<file path="src/asp_pkg.sv">
// Shared constants and types for the axis speed profile generator
package asp_pkg;

  // ----------------------------------------------------------------
  // Register command indices
  // ----------------------------------------------------------------
  localparam logic [3:0] ASP_REG_AMOUNT = 4'h0;
  localparam logic [3:0] ASP_REG_START = 4'h1;
  localparam logic [3:0] ASP_REG_RUN = 4'h2;
  localparam logic [3:0] ASP_REG_ACCEL = 4'h3;
  localparam logic [3:0] ASP_REG_DECEL = 4'h4;
  localparam logic [3:0] ASP_REG_SCALE = 4'h5;
  localparam logic [3:0] ASP_REG_DOWN = 4'h6;
  localparam logic [3:0] ASP_REG_ASPAN = 4'h7;
  localparam logic [3:0] ASP_REG_DSPAN = 4'h8;
  localparam logic [3:0] ASP_REG_MODE = 4'h9;
  localparam logic [3:0] ASP_REG_STATUS = 4'hA;
  localparam logic [3:0] ASP_REG_SPEED = 4'hB;
  localparam logic [3:0] ASP_REG_REMAIN = 4'hC;

  // ----------------------------------------------------------------
  // Field widths and positions
  // ----------------------------------------------------------------
  localparam int ASP_AMOUNT_W = 28;
  localparam int ASP_SPEED_W = 16;
  localparam int ASP_RATE_W = 16;
  localparam int ASP_SCALE_W = 12;
  localparam int ASP_DOWN_W = 24;
  localparam int ASP_SPAN_W = 15;
  localparam int ASP_MODE_CURVE_BIT = 0;
  localparam int ASP_MODE_MANUAL_BIT = 1;
  localparam int ASP_MODE_RAMP_BIT = 2;
  localparam int ASP_MODE_W = 3;
  localparam int ASP_FRAC_BITS = 16;

  // ----------------------------------------------------------------
  // Timing and reset values
  // ----------------------------------------------------------------
  localparam int ASP_LIN_SHIFT = 2;
  localparam int ASP_SCURVE_SHIFT = 3;
  localparam int ASP_TICK_W = 20;
  localparam logic [11:0] ASP_SCALE_RESET = 12'h002;
  localparam logic [15:0] ASP_SPEED_RESET = 16'h0001;
  localparam logic [15:0] ASP_RATE_RESET = 16'h0001;

  // ----------------------------------------------------------------
  // Types
  // ----------------------------------------------------------------
  typedef enum logic [4:0] {
    ASP_IDLE = 5'b00001,
    ASP_ACCEL = 5'b00010,
    ASP_CRUISE = 5'b00100,
    ASP_DECEL = 5'b01000,
    ASP_FEED = 5'b10000
  } asp_state_t;

  typedef struct packed {
    logic [ASP_AMOUNT_W-1:0] amount;
    logic [ASP_SPEED_W-1:0] start_speed;
    logic [ASP_SPEED_W-1:0] run_speed;
    logic [ASP_RATE_W-1:0] accel_rate;
    logic [ASP_RATE_W-1:0] decel_rate;
    logic [ASP_SCALE_W-1:0] speed_scale;
    logic [ASP_DOWN_W-1:0] ramp_down_point;
    logic [ASP_SPAN_W-1:0] accel_span;
    logic [ASP_SPAN_W-1:0] decel_span;
    logic [ASP_MODE_W-1:0] mode;
  } asp_prof_t;

  typedef struct packed {
    logic en;
    logic [3:0] sel;
    logic [31:0] data;
  } asp_wr_t;

endpackage

</file>
<file path="src/asp_profile.sv">
// Axis speed profile generator: pre-registers, ramp engine and pulse output
// Function
// - Positioning amount is a 28-bit signed count, full range accepted.
// - Start speed is the constant low rate and the ramp start rate.
// - Linear acceleration takes speed difference times (accel+1) times 4 clocks.
// - Pure S-curve acceleration takes speed difference times (accel+1) times 8 clocks.
// - S-curve with span takes (difference plus twice span) times (accel+1) times 4.
// - Zero deceleration rate means the acceleration rate is used instead.
// - Deceleration time mirrors acceleration with the deceleration settings.
// - Speed scale of 12 bits sets unit to clock over (scale+1) times 65536.
// - Manual mode decelerates once remaining count is at most the ramp-down value.
// - Automatic mode treats ramp-down value as signed offset to computed point.
// - S-curve shaping within accel span near both speeds, linear between.
// - Zero acceleration span is replaced by half the speed difference.
// - Separate deceleration span shapes deceleration; zero means half the difference.
// - Late ramp-down stops above start speed; early one feeds at start speed.
`timescale 1ns/1ns
module asp_profile #(
  parameter int AMOUNT_W = 28,
  parameter logic [11:0] SCALE_RESET = 12'h002
) (
  input wire logic sys_clk,
  input wire logic rst,
  input wire logic ce,
  input wire asp_pkg::asp_wr_t wr,
  input wire logic [3:0] rd_sel,
  input wire logic start_move,
  output logic [31:0] rd_data,
  output logic pulse_out,
  output logic dir_out,
  output logic busy_out
);
  import asp_pkg::*;

  asp_prof_t pre_q;
  asp_prof_t act_q;
  asp_state_t state_q;
  asp_state_t state_d;
  logic [ASP_SPEED_W-1:0] speed_q;
  logic [ASP_TICK_W-1:0] tick_q;
  logic [AMOUNT_W-1:0] remain_q;
  logic [AMOUNT_W-1:0] accel_pulses_q;
  logic dir_q;
  logic busy_q;
  logic gen_pulse;

  // ----------------------------------------------------------------
  // Pre-register writes
  // ----------------------------------------------------------------
  always_ff @(posedge sys_clk or posedge rst) begin
    if (rst) begin
      pre_q <= '0;
      pre_q.start_speed <= ASP_SPEED_RESET;
      pre_q.run_speed <= ASP_SPEED_RESET;
      pre_q.accel_rate <= ASP_RATE_RESET;
      pre_q.speed_scale <= SCALE_RESET;
    end else if (ce && wr.en) begin
      if (wr.sel == ASP_REG_AMOUNT) begin
        pre_q.amount <= wr.data[ASP_AMOUNT_W-1:0];
      end else if (wr.sel == ASP_REG_START) begin
        pre_q.start_speed <= wr.data[ASP_SPEED_W-1:0];
      end else if (wr.sel == ASP_REG_RUN) begin
        pre_q.run_speed <= wr.data[ASP_SPEED_W-1:0];
      end else if (wr.sel == ASP_REG_ACCEL) begin
        pre_q.accel_rate <= wr.data[ASP_RATE_W-1:0];
      end else if (wr.sel == ASP_REG_DECEL) begin
        pre_q.decel_rate <= wr.data[ASP_RATE_W-1:0];
      end else if (wr.sel == ASP_REG_SCALE) begin
        pre_q.speed_scale <= wr.data[ASP_SCALE_W-1:0];
      end else if (wr.sel == ASP_REG_DOWN) begin
        pre_q.ramp_down_point <= wr.data[ASP_DOWN_W-1:0];
      end else if (wr.sel == ASP_REG_ASPAN) begin
        pre_q.accel_span <= wr.data[ASP_SPAN_W-1:0];
      end else if (wr.sel == ASP_REG_DSPAN) begin
        pre_q.decel_span <= wr.data[ASP_SPAN_W-1:0];
      end else if (wr.sel == ASP_REG_MODE) begin
        pre_q.mode <= wr.data[ASP_MODE_W-1:0];
      end
    end
  end

  // ----------------------------------------------------------------
  // Working copies
  // ----------------------------------------------------------------
  // Host may stage the next move while this one runs
  logic move_go;
  assign move_go = start_move && (state_q == ASP_IDLE);

  always_ff @(posedge sys_clk or posedge rst) begin
    if (rst) begin
      act_q <= '0;
      act_q.speed_scale <= SCALE_RESET;
    end else if (ce && move_go) begin
      act_q <= pre_q;
    end
  end

  // ----------------------------------------------------------------
  // Derived ramp quantities
  // ----------------------------------------------------------------
  logic [ASP_SPEED_W-1:0] diff;
  logic [ASP_SPEED_W-1:0] aspan;
  logic [ASP_SPEED_W-1:0] dspan;
  logic [ASP_RATE_W-1:0] drate;
  logic curve;
  logic manual;
  logic ramped;
  logic a_zone;
  logic d_zone;
  logic [ASP_TICK_W-1:0] step_lim;
  logic step;
  logic signed [AMOUNT_W+1:0] auto_point;
  logic signed [AMOUNT_W+1:0] remain_s;
  logic rd_hit;

  always_comb begin
    curve = act_q.mode[ASP_MODE_CURVE_BIT];
    manual = act_q.mode[ASP_MODE_MANUAL_BIT];
    ramped = act_q.mode[ASP_MODE_RAMP_BIT];
    diff = (act_q.run_speed > act_q.start_speed) ?
           (act_q.run_speed - act_q.start_speed) : '0;
    // Zero span gives an S-curve with no linear middle
    aspan = (act_q.accel_span == '0) ? (diff >> 1) :
            ASP_SPEED_W'(act_q.accel_span);
    dspan = (act_q.decel_span == '0) ? (diff >> 1) :
            ASP_SPEED_W'(act_q.decel_span);
    drate = (act_q.decel_rate == '0) ? act_q.accel_rate : act_q.decel_rate;
    // Each speed unit inside a span costs twice the linear step time
    a_zone = curve && ((speed_q < act_q.start_speed + aspan) ||
             (speed_q >= act_q.run_speed - aspan));
    d_zone = curve && ((speed_q > act_q.run_speed - dspan) ||
             (speed_q <= act_q.start_speed + dspan));
    if (state_q == ASP_DECEL) begin
      step_lim = ASP_TICK_W'({1'b0, drate} + 17'h00001) <<
                 (d_zone ? ASP_SCURVE_SHIFT : ASP_LIN_SHIFT);
    end else begin
      step_lim = ASP_TICK_W'({1'b0, act_q.accel_rate} + 17'h00001) <<
                 (a_zone ? ASP_SCURVE_SHIFT : ASP_LIN_SHIFT);
    end
    step = (tick_q + 1'b1 >= step_lim);
    // Automatic point is the pulses spent accelerating plus a signed offset
    auto_point = $signed({2'b00, accel_pulses_q}) +
                 (AMOUNT_W+2)'($signed(act_q.ramp_down_point));
    remain_s = $signed({2'b00, remain_q});
    if (manual) begin
      rd_hit = ({{(AMOUNT_W-ASP_DOWN_W){1'b0}}, act_q.ramp_down_point} >= remain_q);
    end else begin
      rd_hit = (remain_s <= auto_point) ||
               (remain_s <= $signed({2'b00, accel_pulses_q}) && state_q == ASP_ACCEL);
    end
  end

  // ----------------------------------------------------------------
  // Profile state machine
  // ----------------------------------------------------------------
  logic last_pulse;
  assign last_pulse = gen_pulse && (remain_q == AMOUNT_W'(1));

  always_comb begin
    state_d = state_q;
    case (state_q)
      ASP_IDLE: begin
        if (move_go) begin
          if (pre_q.amount == '0) begin
            state_d = ASP_IDLE;
          end else if (pre_q.mode[ASP_MODE_RAMP_BIT] &&
                       pre_q.run_speed > pre_q.start_speed) begin
            state_d = ASP_ACCEL;
          end else begin
            state_d = ASP_FEED;
          end
        end
      end
      ASP_ACCEL: begin
        if (rd_hit) begin
          state_d = ASP_DECEL;
        end else if (step && speed_q + 1'b1 >= act_q.run_speed) begin
          state_d = ASP_CRUISE;
        end
      end
      ASP_CRUISE: begin
        if (rd_hit) begin
          state_d = ASP_DECEL;
        end
      end
      ASP_DECEL: begin
        if (step && speed_q <= act_q.start_speed + 1'b1) begin
          state_d = ASP_FEED;
        end
      end
      ASP_FEED: begin
        state_d = ASP_FEED;
      end
      default: begin
        state_d = ASP_IDLE;
      end
    endcase
    // Count exhausted ends the move at whatever speed is current
    if (state_q != ASP_IDLE && last_pulse) begin
      state_d = ASP_IDLE;
    end
  end

  always_ff @(posedge sys_clk or posedge rst) begin
    if (rst) begin
      state_q <= ASP_IDLE;
    end else if (ce) begin
      state_q <= state_d;
    end
  end

  // ----------------------------------------------------------------
  // Speed and ramp step timer
  // ----------------------------------------------------------------
  always_ff @(posedge sys_clk or posedge rst) begin
    if (rst) begin
      tick_q <= '0;
    end else if (ce) begin
      if (state_q != state_d || step ||
          (state_q != ASP_ACCEL && state_q != ASP_DECEL)) begin
        tick_q <= '0;
      end else begin
        tick_q <= tick_q + 1'b1;
      end
    end
  end

  always_ff @(posedge sys_clk or posedge rst) begin
    if (rst) begin
      speed_q <= '0;
    end else if (ce) begin
      if (state_d == ASP_IDLE) begin
        speed_q <= '0;
      end else if (state_q == ASP_IDLE) begin
        speed_q <= pre_q.start_speed;
      end else if (state_q == ASP_ACCEL && step && speed_q < act_q.run_speed) begin
        speed_q <= speed_q + 1'b1;
      end else if (state_q == ASP_DECEL && step && speed_q > act_q.start_speed) begin
        speed_q <= speed_q - 1'b1;
      end else if (state_q == ASP_FEED) begin
        speed_q <= act_q.start_speed;
      end
    end
  end

  // ----------------------------------------------------------------
  // Position bookkeeping
  // ----------------------------------------------------------------
  always_ff @(posedge sys_clk or posedge rst) begin
    if (rst) begin
      remain_q <= '0;
      dir_q <= 1'b0;
    end else if (ce) begin
      if (move_go) begin
        // Magnitude of a 28-bit signed amount always fits in 28 bits unsigned
        remain_q <= pre_q.amount[AMOUNT_W-1] ? (~pre_q.amount + 1'b1) : pre_q.amount;
        dir_q <= pre_q.amount[AMOUNT_W-1];
      end else if (gen_pulse && remain_q != '0) begin
        remain_q <= remain_q - 1'b1;
      end
    end
  end

  always_ff @(posedge sys_clk or posedge rst) begin
    if (rst) begin
      accel_pulses_q <= '0;
    end else if (ce) begin
      if (move_go) begin
        accel_pulses_q <= '0;
      end else if (state_q == ASP_ACCEL && gen_pulse) begin
        accel_pulses_q <= accel_pulses_q + 1'b1;
      end
    end
  end

  always_ff @(posedge sys_clk or posedge rst) begin
    if (rst) begin
      busy_q <= 1'b0;
    end else if (ce) begin
      busy_q <= (state_d != ASP_IDLE);
    end
  end

  // ----------------------------------------------------------------
  // Pulse generator
  // ----------------------------------------------------------------
  asp_pulse_gen #(
    .SPEED_W(ASP_SPEED_W),
    .SCALE_W(ASP_SCALE_W)
  ) u_pulse_gen (
    .sys_clk(sys_clk),
    .rst(rst),
    .ce(ce),
    .run(busy_q),
    .speed(speed_q),
    .scale(act_q.speed_scale),
    .pulse(gen_pulse)
  );

  assign pulse_out = gen_pulse;
  assign dir_out = dir_q;
  assign busy_out = busy_q;

  // ----------------------------------------------------------------
  // Register read-back
  // ----------------------------------------------------------------
  always_ff @(posedge sys_clk or posedge rst) begin
    if (rst) begin
      rd_data <= '0;
    end else if (ce) begin
      if (rd_sel == ASP_REG_AMOUNT) begin
        rd_data <= {{(32-ASP_AMOUNT_W){pre_q.amount[ASP_AMOUNT_W-1]}}, pre_q.amount};
      end else if (rd_sel == ASP_REG_START) begin
        rd_data <= {16'h0000, pre_q.start_speed};
      end else if (rd_sel == ASP_REG_RUN) begin
        rd_data <= {16'h0000, pre_q.run_speed};
      end else if (rd_sel == ASP_REG_ACCEL) begin
        rd_data <= {16'h0000, pre_q.accel_rate};
      end else if (rd_sel == ASP_REG_DECEL) begin
        rd_data <= {16'h0000, pre_q.decel_rate};
      end else if (rd_sel == ASP_REG_SCALE) begin
        rd_data <= {20'h00000, pre_q.speed_scale};
      end else if (rd_sel == ASP_REG_DOWN) begin
        rd_data <= {8'h00, pre_q.ramp_down_point};
      end else if (rd_sel == ASP_REG_ASPAN) begin
        rd_data <= {17'h00000, pre_q.accel_span};
      end else if (rd_sel == ASP_REG_DSPAN) begin
        rd_data <= {17'h00000, pre_q.decel_span};
      end else if (rd_sel == ASP_REG_MODE) begin
        rd_data <= {29'h00000000, pre_q.mode};
      end else if (rd_sel == ASP_REG_STATUS) begin
        rd_data <= {26'h0000000, dir_q, state_q};
      end else if (rd_sel == ASP_REG_SPEED) begin
        rd_data <= {16'h0000, speed_q};
      end else if (rd_sel == ASP_REG_REMAIN) begin
        rd_data <= {{(32-AMOUNT_W){1'b0}}, remain_q};
      end else begin
        rd_data <= '0;
      end
    end
  end

endmodule

</file>
<file path="src/asp_pulse_gen.sv">
// Rate accumulator turning a speed value into an output pulse train
`timescale 1ns/1ns
module asp_pulse_gen #(
  parameter int SPEED_W = 16,
  parameter int SCALE_W = 12
) (
  input wire logic sys_clk,
  input wire logic rst,
  input wire logic ce,
  input wire logic run,
  input wire logic [SPEED_W-1:0] speed,
  input wire logic [SCALE_W-1:0] scale,
  output logic pulse
);
  import asp_pkg::*;

  localparam int ACC_W = SCALE_W + ASP_FRAC_BITS + 1;

  logic [ACC_W-1:0] acc_q;
  logic [ACC_W-1:0] acc_sum;
  logic [ACC_W-1:0] div_val;
  logic wrap;

  // ----------------------------------------------------------------
  // Divider and accumulator
  // ----------------------------------------------------------------
  always_comb begin
    div_val = ACC_W'({1'b0, scale} + 13'h0001) << ASP_FRAC_BITS;
    acc_sum = acc_q + ACC_W'(speed);
    wrap = (acc_sum >= div_val);
  end

  always_ff @(posedge sys_clk or posedge rst) begin
    if (rst) begin
      acc_q <= '0;
    end else if (ce) begin
      if (!run) begin
        acc_q <= '0;
      end else if (wrap) begin
        acc_q <= acc_sum - div_val;
      end else begin
        acc_q <= acc_sum;
      end
    end
  end

  always_ff @(posedge sys_clk or posedge rst) begin
    if (rst) begin
      pulse <= 1'b0;
    end else if (ce) begin
      pulse <= run && wrap;
    end
  end

endmodule

</file>
<file path="config.mk">
export PLATFORM = sky130hd
export DESIGN_NAME = asp_profile
export DESIGN_NICKNAME = d
export VERILOG_FILES = /design/src/asp_pkg.sv /design/src/asp_profile.sv /design/src/asp_pulse_gen.sv
export SDC_FILE = /design/constraint.sdc
export NUM_CORES = 2
export LEC_CHECK = 0
export ABC_CLOCK_PERIOD_IN_PS = 18600
export BUFFER_PORTS_ARGS = -buffer_cell sky130_fd_sc_hd__buf_2
export CORE_MARGIN = 8
export CORE_UTILIZATION = 25
export DETAILED_ROUTE_END_ITERATION = 12
export GPL_ROUTABILITY_DRIVEN = 0
export SLEW_MARGIN = 10
export SYNTH_ARGS = -nofsm -noshare
export SYNTH_HDL_FRONTEND = slang
export SYNTH_SLANG_ARGS = --single-unit
</file>
<file path="constraint.sdc">
create_clock -name sys_clk -period 18.6 [get_ports sys_clk]
set_input_delay 1.86 -clock sys_clk [delete_from_list [all_inputs] [get_ports sys_clk]]
set_output_delay 1.86 -clock sys_clk [all_outputs]
set_load 0.01 [all_outputs]
</file>
# Yosys cells after proc, flatten, opt, wreduce, memory -nomap -nowiden
# Index checks and enable logic that the tools add are counted.
dict set report op_classes {
  add_sub_neg 18
  magnitude_cmp 15
  eq_ne 33
  n_shift 2
  muxes 43
  bitwise_logic 10
  n_reduce_logical 48
}
# cell n
set ops {}
lappend ops {{$mux W28} 17}
lappend ops {{$mux W16} 7}
lappend ops {{$gt A16 B16 Y1} 4}
lappend ops {{$mux W29} 2}
lappend ops {{$add A28 B1 Y28 const B} 2}
lappend ops {{$mux W20} 2}
lappend ops {{$mux W5} 8}
lappend ops {{$shl A17 B2 Y20} 2}
lappend ops {{$add A16 B1 Y17 const B} 2}
lappend ops {{$add A16 B1 Y16 const B} 2}
lappend ops {{$add A16 B15 Y16} 2}
lappend ops {{$eq A4 B3 Y1 const B} 8}
lappend ops {{$ge A16 B16 Y1} 2}
lappend ops {{$le A16 B16 Y1} 2}
lappend ops {{$lt A16 B16 Y1} 2}
lappend ops {{$mux W32} 1}
lappend ops {{$sub A16 B15 Y16} 2}
lappend ops {{$add A29 B24 Y30} 1}
lappend ops {{$le A29 B30 Y1} 1}
lappend ops {{$logic_not A15 Y1} 2}
lappend ops {{$mux W15} 2}
lappend ops {{$add A29 B16 Y29} 1}
lappend ops {{$ge A29 B29 Y1} 1}
lappend ops {{$sub A29 B29 Y29} 1}
lappend ops {{43 further kinds} 93}
dict set report totals {
  regBits 454
  in_bits 45
}

# Depth between registers and ports, before layout
dict set report logic_depth {
  ltp_word 20
  ltp_mapped 53
}

# Cells and area by module
# From an unflattened synthesis, not the netlist that was laid out.
dict set report unflattened {
  hier_cells 4117
  hier_area_um2 35759.3
}
# module n_inst cells_each area_per_inst_um2 seq_area_each_um2
set by_module_without_submodules {}
lappend by_module_without_submodules {asp_profile 1 3743 32560.0 10542.6}
lappend by_module_without_submodules {asp_pulse_gen 1 374 3199.3 750.7}

# Worst setup path before layout
# OpenSTA, ideal clock, no wires.
dict set report synth_path {
  path_kind {register -> register}
  startpoint {register act_q[118] (netlist bit)}
  endpoint {register speed_q[13]}
  t_arrival_ns 9.789
  slack_ns 8.716
  stages_incl_launch_ff 48
  cell_sequence {dfrtp_1 > inv_1 > fa_1 > a21o_1 > a21oi_1 > o21bai_1 > a21oi_1 > o21bai_1 > a21oi_1 > a21oi_1 > and2_1 > clkbuf_1 > clkbuf_1 > a21o_1 > ha_1 > fa_1 > a21o_1 > a21oi_1 > (+12 left out) > o21ai_0 > and3_1 > o31ai_1 > buf_2 > mux2i_1 > mux2i_1 > ha_1 > o21a_1 > o21a_1 > o211ai_1 > a21oi_1 > o21ai_0 > a211oi_1 > clkbuf_1 > nor2_1 > a211oi_1 > a211oi_1 > o31ai_1}
}
dict set report synth_between {
  elab_chain_len 19
  word_cells_on_any_way 44
  cone_classes {add/sub: 6; order compare: 8; eq/ne: 1; shift: 2; mux: 15; reduce/logical: 12}
}
# element line
set synth_lines {}
lappend synth_lines {{start, declared} asp_profile.sv:36} ;# asp_prof_t act_q;
lappend synth_lines {{start signal, assigned} asp_profile.sv:94} ;# act_q <= pre_q;
lappend synth_lines {{$sub A16 B16 Y16 / $gt A16 B16 Y1 (equally long branches)} {asp_profile.sv:121, asp_profile.sv:120}}
lappend synth_lines {{$mux W16} asp_profile.sv:120} ;# diff = (act_q.run_speed > act_q.start_speed) ?
lappend synth_lines {{$mux W15, on equally long branches} {asp_profile.sv:123, asp_profile.sv:125}}
lappend synth_lines {{$add A16 B15 Y16 (tied with other cells)} asp_profile.sv:129} ;# a_zone = curve && ((speed_q < act_q.start_speed + aspan) ||
lappend synth_lines {{$lt A16 B16 Y1 (tied with other cells)} asp_profile.sv:129}
lappend synth_lines {{$logic_or A1 B1 Y1, on equally long branches} {asp_profile.sv:129, asp_profile.sv:131}}
lappend synth_lines {{$logic_and A1 B1 Y1, on equally long branches} {asp_profile.sv:129, asp_profile.sv:131}}
lappend synth_lines {{$mux W1, on equally long branches} {asp_profile.sv:138, asp_profile.sv:135}}
lappend synth_lines {{(+3 left out)} n/a}
lappend synth_lines {{$logic_and A1 B1 Y1} asp_profile.sv:177} ;# end else if (step && speed_q + 1'b1 >= act_q.run_speed) begin
lappend synth_lines {{$mux W5} asp_profile.sv:177}
lappend synth_lines {{$mux W5} asp_profile.sv:175} ;# if (rd_hit) begin
lappend synth_lines {{$pmux W5 S5} asp_profile.sv:161} ;# case (state_q)
lappend synth_lines {{$mux W5} asp_profile.sv:199} ;# if (state_q != ASP_IDLE && last_pulse) begin
lappend synth_lines {{$eq A5 B1 Y1} asp_profile.sv:232} ;# if (state_d == ASP_IDLE) begin
lappend synth_lines {{$reduce_bool A5 Y1 (no source line)} n/a}
lappend synth_lines {{$reduce_and A2 Y1 (no source line)} n/a}
lappend synth_lines {{end signal, assigned} asp_profile.sv:235} ;# speed_q <= pre_q.start_speed;
lappend synth_lines {{end signal, assigned} asp_profile.sv:237} ;# speed_q <= speed_q + 1'b1;
lappend synth_lines {{end signal, assigned} asp_profile.sv:239} ;# speed_q <= speed_q - 1'b1;
lappend synth_lines {{end, declared} asp_profile.sv:39} ;# logic [ASP_SPEED_W-1:0] speed_q;
# Parallel ways exist; a longest one is shown, timed or not.
# A chain may end at the register's enable or synchronous reset.

# Worst setup path after layout
dict set report layout_path {
  startpoint {register act_q[118] (netlist bit)}
  endpoint {register speed_q[5]}
}
# Same word-level chain as after synthesis.

==> impl_metrics.env <==
export IMPL_antenna_found_initial=6
export IMPL_start_util_pct=25.1
export IMPL_place_hpwl_um=90800
export IMPL_placementRows=138
export IMPL_cpMostUsedCell="a21oi_1"
export IMPL_fin_skew_ns=0.0441
export IMPL_syn_avg_cell_area_um2=8.77
export IMPL_fp_dieH_um=393
export IMPL_num_fill_cells=15200
export IMPL_rsz0062_at_grt="false"
export IMPL_critPathLaunchType="flop"
export IMPL_drive_gt1_share_pct=10.8
export IMPL_cap_violations=0
export IMPL_insertion_delay_ns=0.64
export IMPL_ant_nets=0
export IMPL_worstHoldPathType="flop to flop"
export IMPL_cp_top_family="compound AO/OA/AOI/OAI gates"
export IMPL_seqCellArea_um2=11300
export IMPL_route_detailed_drc=0
export IMPL_yosysSeqAreaShare_pct=31.8
export IMPL_core_area_um2=141000
export IMPL_critPathMaxStageDelay_ns=0.66
export IMPL_ctsResizeCount=0
export IMPL_area_delta_synth_final_pct=12.4
export IMPL_wirelength_um=120000
export IMPL_cts_buffer_depth=3
export IMPL_yosysMostFrequentCell="nand2_1"
export IMPL_yosys_top_cells_count="nand2_1 (534), dfrtp_1 (445), ha_1 (387), nor2_1 (244), a21oi_1 (235)"
export IMPL_path_clk_slew_ns=0.06
export IMPL_cp_slowest_cell="dfrtp_1"
export IMPL_postCtsHoldBufs=0
export IMPL_synth_fp_nets=4489
export IMPL_ir_drop_mv=0.0839
export IMPL_first_global_vias=30000
export IMPL_post_route_cell_area_um2=39900
export IMPL_htree_levels=2
export IMPL_grt_max_degree=113
export IMPL_cp_data_arrival_time_ns=12.55
export IMPL_die_width_um=393
export IMPL_final_hold_violation_count=0
export IMPL_dpl_cell_area_um2=38000
export IMPL_tightest_slew_ns=1.12
export IMPL_grtUsageTotal_pct=15.0
export IMPL_outcome="complete, no violations"
export IMPL_p_per_area_nw_per_um2=169
export IMPL_post_cts_buffers=0
export IMPL_synth_edf_count=0
export IMPL_crit_path_max_fanout=20
export IMPL_fin_crit_ns=12.05
export IMPL_gr_total_overflow=0
export IMPL_grt_pass1_wl_um=183000
export IMPL_drtIter0Drc=2602
export IMPL_final_nets=4499
export IMPL_slew_headroom_pct=25.1
export IMPL_setup_violations=0
export IMPL_dr_pass1_iters=6
export IMPL_clockRootBuffer="clkbuf_16"
export IMPL_synth_warnings=0
export IMPL_critPathBufInv=4
export IMPL_p_leak_nw=18.3
export IMPL_syn_area_um2=35500
export IMPL_yosys_area_top_type="dfrtp_1"
export IMPL_vias=31300
export IMPL_vias_per_cell=5.23
export IMPL_max_freq_mhz=83.0
export IMPL_tns_ns=0
export IMPL_synth_ff_type="dfrtp_1"
export IMPL_synth_area_top_cells="dfrtp_1 (31%), ha_1 (14%), nand2_1 (5.6%), mux2_2 (5.5%), xnor2_1 (4.1%)"
export IMPL_numPortBuffers=75
export IMPL_wl_per_cell_um=20.0
export IMPL_multi_input_area_um2=22800
export IMPL_endpoint_kind="flop"
export IMPL_final_min_period_over_clock_period_pct=64.8
export IMPL_synth_seq_cells=451
export IMPL_synthDistinctLibCells=89
export IMPL_dieArea_um2=154000
export IMPL_boundaryPins=80
export IMPL_crit_type="flop to flop"
export IMPL_slew_viol_final=0
export IMPL_synthCells=4049
export IMPL_synthArstFlopShare_pct=100
export IMPL_cts_tree="built"
export IMPL_synth_top_area_share_pct=31.4
export IMPL_cts_buffers=52
export IMPL_required_ns=19.10
export IMPL_cts_sinks=451
==> cell type report <==
class | count | share of cell area, %
flip-flops and latches | 451 | 28.3
diodes | 1 | 0.00627
well taps | 1890 | 5.93
multi-input cells | 3201 | 57.0
clock inverters | 25 | 1.03
inverters | 227 | 2.15
clock buffers | 71 | 3.67
repair buffers | 126 | 1.91
==> state kept, by name (all words and copies together), names as in the netlist <==
register	flops
u_pulse_gen.acc_q	29
accel_pulses_q	28
u_pulse_gen.pulse	1
state_q	5
speed_q	16
busy_out	1
tick_q	20
pre_q	161
rd_data	29
act_q	132
remain_q	28
dir_out	1
==> kinds of logic (layout without fill, tap and decap cells) <==
logic type	count (synthesis)	count (layout)	share of synthesized area [%]
AND/OR/NAND/NOR	1278	1278	16.8
AO/OA/AOI/OAI	1031	1031	19.3
flip-flops	451	451	31.8
buffers and inverters	397	449	4.30
adder cells (fa/ha/maj)	395	395	14.1
multiplexers	249	249	7.63
XOR/XNOR	248	248	6.12
other	0	1	0
==> metrics by stage <==
stage | instances | worst slack [ns] | hold slack [ns] | total power [mW] | util, %
2_1_floorplan | 4049 | 4.18 | 0.440 | 4.46 | -
3_3_place_gp | 5895 | 6.71 | 0.472 | 5.50 | 26.9
3_5_place_dp | 5895 | 6.66 | 0.474 | 5.57 | 26.9
4_1_cts | 5991 | 6.63 | 0.484 | 6.72 | 28.3
5_1_grt | 5992 | 5.73 | 0.499 | 7.32 | 28.3
6_report | 5992 | 6.55 | 0.477 | 6.75 | 28.3
==> cells in the final DEF, fill, tap and decap left out, types with 46 or more instances in the layout <==
master and instances:
buf_2 74, mux2_2 172, nand2_1 532, xor2_1 82, inv_1 225, nor3_1 77
dfrtp_1 445, o21ai_0 222, mux2i_1 77, nand4_1 67, a21o_1 129, and3_1 46
clkbuf_16 52, a21oi_1 234, xnor2_1 166, nor2_1 243, nand3_1 83, ha_1 387
buf_4 52
==> per-layer routing <==
metal / global-route usage, % / share of wire (%) / up-vias
met5: 0 / 0.023 / -
li1: - / - / 14700
met3: 2.07 / 6.1 / 228
met2: 24.5 / 46 / 1007
met4: 5.01 / 3.7 / 4
met1: 20.4 / 45 / 15400
==> power by group <==
part / switching [mW] / leakage (nW) / internal, mW
Clock: 0.453 / 0.894 / 0.667
Sequential: 0.479 / 5.87 / 1.24
Combinational: 2.24 / 11.6 / 1.66
Total: 3.18 / 18.3 / 3.57
==> worst paths after layout <==
check | start | to | slack [ns] | depth (start not counted)
setup reg to reg | act_q[118] | speed_q[5] | 6.55 | 45
min in group asynchronous | rst | act_q[30] | 1.37 | 2
hold / removal | pre_q[58] | act_q[58] | 0.48 | 2
setup / recovery | act_q[118] | speed_q[5] | 6.55 | 45
hold reg to reg | pre_q[58] | act_q[58] | 0.48 | 2
max in group asynchronous | rst | pre_q[102] | 14.98 | 4
==> worst min-delay path: stages, from the launching register on <==
cell,delay (ns)
dfstp_2,0.38
nand2_1,0.06
nand2_1,0.04
Note: power is estimated with default switching activity, not from simulation.
